<file path="src/include/pdcs_pkg.sv">
// Overview of operation
// - bit 0: correctable reporting enable, reset 0
// - bit 1: non-fatal reporting enable, reset 0
// - bit 2: fatal reporting enable, reset 0
// - bit 3: unsupported request reporting enable, reset 0
// - bit 4 relaxed ordering reads zero
// - bits 7:5 payload size, clamped, reset 0
// - bits 8 and 9 always read zero
// - bit 10 sticky aux power enable, reset 0
// - bit 11 no-snoop reads zero
// - bits 14:12 read request size hardwired zero
// - bit 16 correctable detected, write-one clears
// - bit 17 non-fatal detected, write-one clears
// - bit 18 fatal detected, write-one clears
// - bit 19 unsupported request detected, write-one clears
// - detected flags ignore the reporting enables
// - bit 20 aux power detected, reset 1
// - bit 21 transactions pending hardwired zero
// - supported payload maximum is 256 bytes
package pdcs_pkg;
   localparam int          AXI_ADDR_W  = 12;
   localparam logic [11:0] DEVCTL_ADDR = 12'h0E8;
   localparam int          CTL_EN_LSB  = 0;
   localparam int          CTL_EN_MSB  = 3;
   localparam int          CTL_MPS_LSB = 5;
   localparam int          CTL_MPS_MSB = 7;
   localparam int          CTL_AUX_EN  = 10;
   localparam int          ST_ERR_LSB  = 16;
   localparam int          ST_ERR_MSB  = 19;
   localparam int          ST_AUX_DET  = 20;
   localparam int          LANE_CTL_LO = 0;
   localparam int          LANE_CTL_HI = 1;
   localparam int          LANE_STAT   = 2;
   localparam logic [2:0]  MPS_256B    = 3'h1;
   localparam logic [2:0]  MPS_RST     = 3'h0;
   localparam logic        AUX_DET_RST = 1'h1;
   localparam logic [1:0]  RESP_OKAY   = 2'h0;
   localparam logic [1:0]  RESP_DECERR = 2'h3;

   typedef struct packed {
      logic unsupReq;
      logic fatal;
      logic nonFatal;
      logic corr;
   } pdcs_err_t;

   typedef struct packed {
      logic                  awvalid;
      logic [AXI_ADDR_W-1:0] awaddr;
      logic                  wvalid;
      logic [31:0]           wdata;
      logic [3:0]            wstrb;
      logic                  bready;
      logic                  arvalid;
      logic [AXI_ADDR_W-1:0] araddr;
      logic                  rready;
   } pdcs_axi_req_t;

   typedef struct packed {
      logic        awready;
      logic        wready;
      logic        bvalid;
      logic [1:0]  bresp;
      logic        arready;
      logic        rvalid;
      logic [31:0] rdata;
      logic [1:0]  rresp;
   } pdcs_axi_rsp_t;

   typedef struct packed {
      pdcs_err_t  errEn;
      logic [2:0] maxPayload;
      logic       auxPowerEn;
   } pdcs_ctrl_t;

   typedef struct packed {
      pdcs_axi_rsp_t rsp;
      logic          awHit;
      logic          awGot;
      logic          wGot;
      logic [31:0]   wData;
      logic [3:0]    wStrb;
      pdcs_ctrl_t    ctrl;
      pdcs_err_t     detected;
      logic          auxDetected;
      pdcs_err_t     report;
   } pdcs_state_t;
endpackage

</file>
<file path="src/logic/pdcs_dev_ctl_stat.sv">
// The AXI4-Lite interface to the registers is this design's own decision.
`timescale 1ns/1ps
module pdcs_dev_ctl_stat #(
   parameter logic [2:0] MPS_SUPPORTED = pdcs_pkg::MPS_256B
) (
   // clock and resets
   input  wire logic                    mclk,
   input  wire logic                    rst,
   input  wire logic                    hotRst,
   // register bus
   input  wire pdcs_pkg::pdcs_axi_req_t axiReq,
   output      pdcs_pkg::pdcs_axi_rsp_t axiRsp,
   // detection events and power sense
   input  wire pdcs_pkg::pdcs_err_t     errDetect,
   input  wire logic                    auxPowerDet,
   // steering outputs
   output      pdcs_pkg::pdcs_ctrl_t    ctrlOut,
   output      pdcs_pkg::pdcs_err_t     errReport
);

   function automatic logic addrHit(input logic [pdcs_pkg::AXI_ADDR_W-1:0] a);
      addrHit = (a[pdcs_pkg::AXI_ADDR_W-1:2] == pdcs_pkg::DEVCTL_ADDR[pdcs_pkg::AXI_ADDR_W-1:2]);
   endfunction

   // every bit not built from a field reads as zero
   function automatic logic [31:0] regWord(input pdcs_pkg::pdcs_state_t s);
      logic [31:0] w;
      w = 32'h0000_0000;
      w[pdcs_pkg::CTL_EN_MSB:pdcs_pkg::CTL_EN_LSB]   = s.ctrl.errEn;
      w[pdcs_pkg::CTL_MPS_MSB:pdcs_pkg::CTL_MPS_LSB] = s.ctrl.maxPayload;
      w[pdcs_pkg::CTL_AUX_EN]                        = s.ctrl.auxPowerEn;
      w[pdcs_pkg::ST_ERR_MSB:pdcs_pkg::ST_ERR_LSB]   = s.detected;
      w[pdcs_pkg::ST_AUX_DET]                        = s.auxDetected;
      regWord = w;
   endfunction

   function automatic logic [2:0] clampPayload(input logic [2:0] v);
      clampPayload = (v > MPS_SUPPORTED) ? MPS_SUPPORTED : v;
   endfunction

   pdcs_pkg::pdcs_state_t q;
   pdcs_pkg::pdcs_state_t d;
   logic                  wrFire;
   logic                  wrHit;
   pdcs_pkg::pdcs_err_t   clrMask;

   assign wrFire  = q.awGot && q.wGot && !q.rsp.bvalid;
   assign wrHit   = wrFire && q.awHit;
   assign clrMask = (wrHit && q.wStrb[pdcs_pkg::LANE_STAT])
                    ? q.wData[pdcs_pkg::ST_ERR_MSB:pdcs_pkg::ST_ERR_LSB]
                    : 4'h0;

   always_comb begin
      d = q;
      // address and data are taken independently, in either order
      if (axiReq.awvalid && q.rsp.awready) begin
         d.awGot       = 1'b1;
         d.awHit       = addrHit(axiReq.awaddr);
         d.rsp.awready = 1'b0;
      end
      if (axiReq.wvalid && q.rsp.wready) begin
         d.wGot       = 1'b1;
         d.wData      = axiReq.wdata;
         d.wStrb      = axiReq.wstrb;
         d.rsp.wready = 1'b0;
      end
      // readys reopen only after the response is taken
      if (q.rsp.bvalid && axiReq.bready) begin
         d.rsp.bvalid  = 1'b0;
         d.rsp.awready = 1'b1;
         d.rsp.wready  = 1'b1;
      end
      if (wrFire) begin
         d.awGot      = 1'b0;
         d.wGot       = 1'b0;
         d.rsp.bvalid = 1'b1;
         d.rsp.bresp  = q.awHit ? pdcs_pkg::RESP_OKAY : pdcs_pkg::RESP_DECERR;
      end
      // bits 4, 8, 9, 11, 14:12, 15 and 31:21 have no storage at all
      if (wrHit && q.wStrb[pdcs_pkg::LANE_CTL_LO]) begin
         d.ctrl.errEn      = q.wData[pdcs_pkg::CTL_EN_MSB:pdcs_pkg::CTL_EN_LSB];
         d.ctrl.maxPayload = clampPayload(
            q.wData[pdcs_pkg::CTL_MPS_MSB:pdcs_pkg::CTL_MPS_LSB]);
      end
      if (wrHit && q.wStrb[pdcs_pkg::LANE_CTL_HI]) begin
         d.ctrl.auxPowerEn = q.wData[pdcs_pkg::CTL_AUX_EN];
      end
      // a detection in the clearing cycle wins over the clear
      d.detected = (q.detected & ~clrMask) | errDetect;
      // enables gate only the report, never the logging
      d.report      = errDetect & q.ctrl.errEn;
      d.auxDetected = auxPowerDet;
      // one read at a time; data is the word as it stands when taken
      if (q.rsp.rvalid && axiReq.rready) begin
         d.rsp.rvalid  = 1'b0;
         d.rsp.arready = 1'b1;
      end
      if (axiReq.arvalid && q.rsp.arready) begin
         d.rsp.arready = 1'b0;
         d.rsp.rvalid  = 1'b1;
         d.rsp.rdata   = addrHit(axiReq.araddr) ? regWord(q) : 32'h0000_0000;
         d.rsp.rresp   = addrHit(axiReq.araddr) ? pdcs_pkg::RESP_OKAY
                                                 : pdcs_pkg::RESP_DECERR;
      end
      // conventional reset spares the sticky aux enable and the bus
      if (hotRst) begin
         d.ctrl.errEn      = 4'h0;
         d.ctrl.maxPayload = pdcs_pkg::MPS_RST;
         d.detected        = errDetect;
         d.report          = 4'h0;
      end
   end

   always_ff @(posedge mclk or posedge rst) begin
      if (rst) begin
         q                 <= '0;
         q.rsp.awready     <= 1'b1;
         q.rsp.wready      <= 1'b1;
         q.rsp.arready     <= 1'b1;
         q.ctrl.maxPayload <= pdcs_pkg::MPS_RST;
         q.auxDetected     <= pdcs_pkg::AUX_DET_RST;
      end else begin
         q <= d;
      end
   end

   assign axiRsp    = q.rsp;
   assign ctrlOut   = q.ctrl;
   assign errReport = q.report;
endmodule

</file>
<file path="config.mk">
export PLATFORM = sky130hd
export DESIGN_NAME = pdcs_dev_ctl_stat
export DESIGN_NICKNAME = d
export VERILOG_FILES = /design/src/include/pdcs_pkg.sv /design/src/logic/pdcs_dev_ctl_stat.sv
export SDC_FILE = /design/constraint.sdc
export NUM_CORES = 1
export LEC_CHECK = 0
export BUFFER_PORTS_ARGS = -buffer_cell sky130_fd_sc_hd__buf_4
export CORE_ASPECT_RATIO = 0.7
export CORE_MARGIN = 4
export CORE_UTILIZATION = 49
export CTS_CLUSTER_DIAMETER = 30
export DETAILED_ROUTE_END_ITERATION = 7
export MAX_ROUTING_LAYER = met4
export PLACE_DENSITY = 0.89
export SLEW_MARGIN = 20
export SYNTH_ARGS = -nofsm -noshare
export SYNTH_HDL_FRONTEND = slang
export SYNTH_SLANG_ARGS = --single-unit
</file>
<file path="constraint.sdc">
create_clock -name mclk -period 3.9 [get_ports mclk]
set_clock_uncertainty 0.2 [all_clocks]
set_input_delay 0.78 -clock mclk [delete_from_list [all_inputs] [get_ports mclk]]
set_output_delay 0.78 -clock mclk [all_outputs]
set_load 0.02 [all_outputs]
</file>
==> impl_metrics.ini <==
[sta]
min_period_ns = 2.18
fmax_ghz = 0.458
hold_violations = 0
maxSlewHeadroom_pct = 39.2
tightest_slew_ns = 0.912
fin_tns_setup_ns = 0
drv_slew = 0
setup_violations = 0
period_share_pct = 56.0
rsz0062_at_grt = false
setup_ws_ns = 1.72

[pwr]
vdd_drop_max_uv = 379
switching_power_uw = 408
p_comb_share_pct = 24.0
pwr-share-clk_pct = 20.7
p_int_uw = 992
p_leak_uw = 0.00147
p_seq_share_pct = 55.3
p_sw_share_pct = 29.2
powerDensity_nw_per_um2 = 474

[grt]
grt_max_degree = 56
grt_pass1_vias = 1546
track_usage_pct = 16.2
antenna_found_initial = 0
overflow = 0
grt_pass1_wl_um = 7560

[run]
maxCapViolations = 0

[synthesis]
synthMostInstantiatedCell = buf_4
synth_cell_types = 31
synth_edf_count = 0
synth-warning-count = 0
synthTopCellsByCount = 53 x buf_4, 51 x dfrtp_1, 16 x mux2_2
yosysTopAreaCell = dfrtp_1
synthArstFlopShare_pct = 100
ys_seq_area_share_pct = 54.2
avgSynthCellArea_um2 = 12.1
ys_ff_latch = 55
ys.flop_type = dfrtp_1
yosys.area.top_type_share_pct = 50.1
synth_cells = 211
synth.area.top_cells = dfrtp_1 50%, buf_4 16%, mux2_2 7.1%
synth_area_um2 = 2550

[worst_setup_path]
crit_path_end_kind = register
reg2reg_to = ctrlOut[1]
startpoint_type = input pin
cp.required_ns = 3.93
critPathBufInv = 1
worst-r2r-setup-slack_ns = 1.97
cp_num_cells = 4
rr_worst_depth = 3
cpPeakStageDelay_ns = 0.68
arrival_ns = 2.22
worstSetupPathType = input pin to register
regToRegStartpoint = axiRsp[38]
endpoint = axiRsp[7]
path_delay_family = simple AND/OR/NAND/NOR gates
crit_chain = buf_4 -> or3_4 -> nor4_4 -> a22o_2
cp_slowest_cell = nor4_4
crit_start = axiReq[9]
critPathMaxFanout = 14

[detailed_routing]
drtIter0Drc = 61
vias_per_cell = 4.74
drt-wirelength-per-cell_um = 15.1
drc = 0
routed_wl_um = 4950
antenna_left = 0
first_pass_iters = 4
dr_total_vias = 1555

[placed_design]
dp_cells = 320
gp_congestion = 0.761
dpl_worst_slack_ns = 1.41
hpwl_um = 3880
port_buffers = 81

[finish]
area_growth_pct = 15.9
multi_input_area_um2 = 774
postLayoutCoreUtil_pct = 60.1
fillers = 403
nNetsFinal = 331
antenna_cells = 0
register_area_um2 = 1380
stdcell_count = 328
drive_gt1_share_pct = 49.0

[clocking]
post-cts-setup-buffers = 0
clkTransAtPathRegs_ns = 0.09
cts_sinks = 55
cts_resized = 0
cts.path.max_buffers = 2
cts_tree = built
cts_htree_levels = 2
hold_buffers = 0
clockRootBuffer = clkbuf_8
clkLatencyLatePin_ns = 0.29
cts_buffers = 5

[outcome]
outcome = finished clean

[hold_path]
hp-class = register to register

[floorplanning]
io_pins = 126
fp.coreArea_um2 = 4910
die_area_um2 = 6440
die_x_um = 94.2
start_util_pct = 51.9
die_y_um = 68.3
num_rows = 21
worst min path at each step:
| stage | from | slack [ns] | cells past startpoint | endpoint |
|---|---|---|---|---|
| 2_1_floorplan | q[17] | 0.27 | 1 | q[17] |
| 3_3_place_gp | q[17] | 0.28 | 1 | q[17] |
| 3_5_place_dp | q[7] | 0.29 | 1 | axiRsp[20] |
| 4_1_cts | axiRsp[40] | 0.31 | 2 | axiRsp[40] |
| 5_1_grt | q[7] | 0.33 | 1 | axiRsp[20] |
| 6_report | axiRsp[40] | 0.30 | 2 | axiRsp[40] |
cell families after synthesis:
group	share of synthesized area, %
muxes	9.62
DFF	54.2
AOI/OAI and AO/OA	8.25
and+or+nand+nor	9.72
buffers and inverters	18.1
other	0.147
power by group through the flow:
| stage | combinational, uW | clock [uW] | sequential [uW] |
|---|---|---|---|
| after detailed placement | 342 | 0 | 784 |
| after global routing | 371 | 328 | 790 |
| final | 337 | 290 | 774 |
| after CTS | 342 | 302 | 773 |
| after global placement | 323 | 0 | 777 |
| after floorplan | 286 | 0 | 758 |
layout make-up:
cell class	count	share of cell area [%]
sequential	55	46.8
multi-input combinational	109	26.2
timing repair buffer	81	20.6
tap	69	2.92
clock buffer	8	2.71
inverter	6	0.805
sequential cells by signal (all words and copies together) (netlist names):
name       flops
errReport      4
ctrlOut        8
q             23
axiRsp        20
per-layer routing:
layer  share of wire [%]  track usage [%]
met3                 7.4             4.84
met4                0.30             4.86
met2                  49             25.8
met5                   0                -
met1                  43             20.2
cells in the final DEF (no fill, tap or decap), types with 4 or more instances in the layout:
master and count:
mux2_2 16, nor2_1 4, dfrtp_1 51, conb_1 19, buf_4 81, a22o_2 13, inv_1 5, and3_1 5
a31o_2 4, dfstp_2 4, o21ai_0 6, mux2i_1 5, nand2_1 15, nand4_1 5, clkbuf_8 5
worst min-delay path, stage by stage (launching register included):
cell	delay [ns]
dfstp_2	0.39
inv_1	0.04
o21ai_0	0.07
per-stage QoR:
| step | power, uW | hold slack (ns) | area (um2) |
|---|---|---|---|
| floorplan | 1040 | 0.271 | 2620 |
| global placement | 1100 | 0.282 | 2870 |
| detailed placement | 1130 | 0.289 | 2870 |
| CTS | 1420 | 0.305 | 2950 |
| global route | 1490 | 0.326 | 2950 |
| finish | 1400 | 0.303 | 2950 |
No activity file was read; power rests on OpenSTA's default activity.
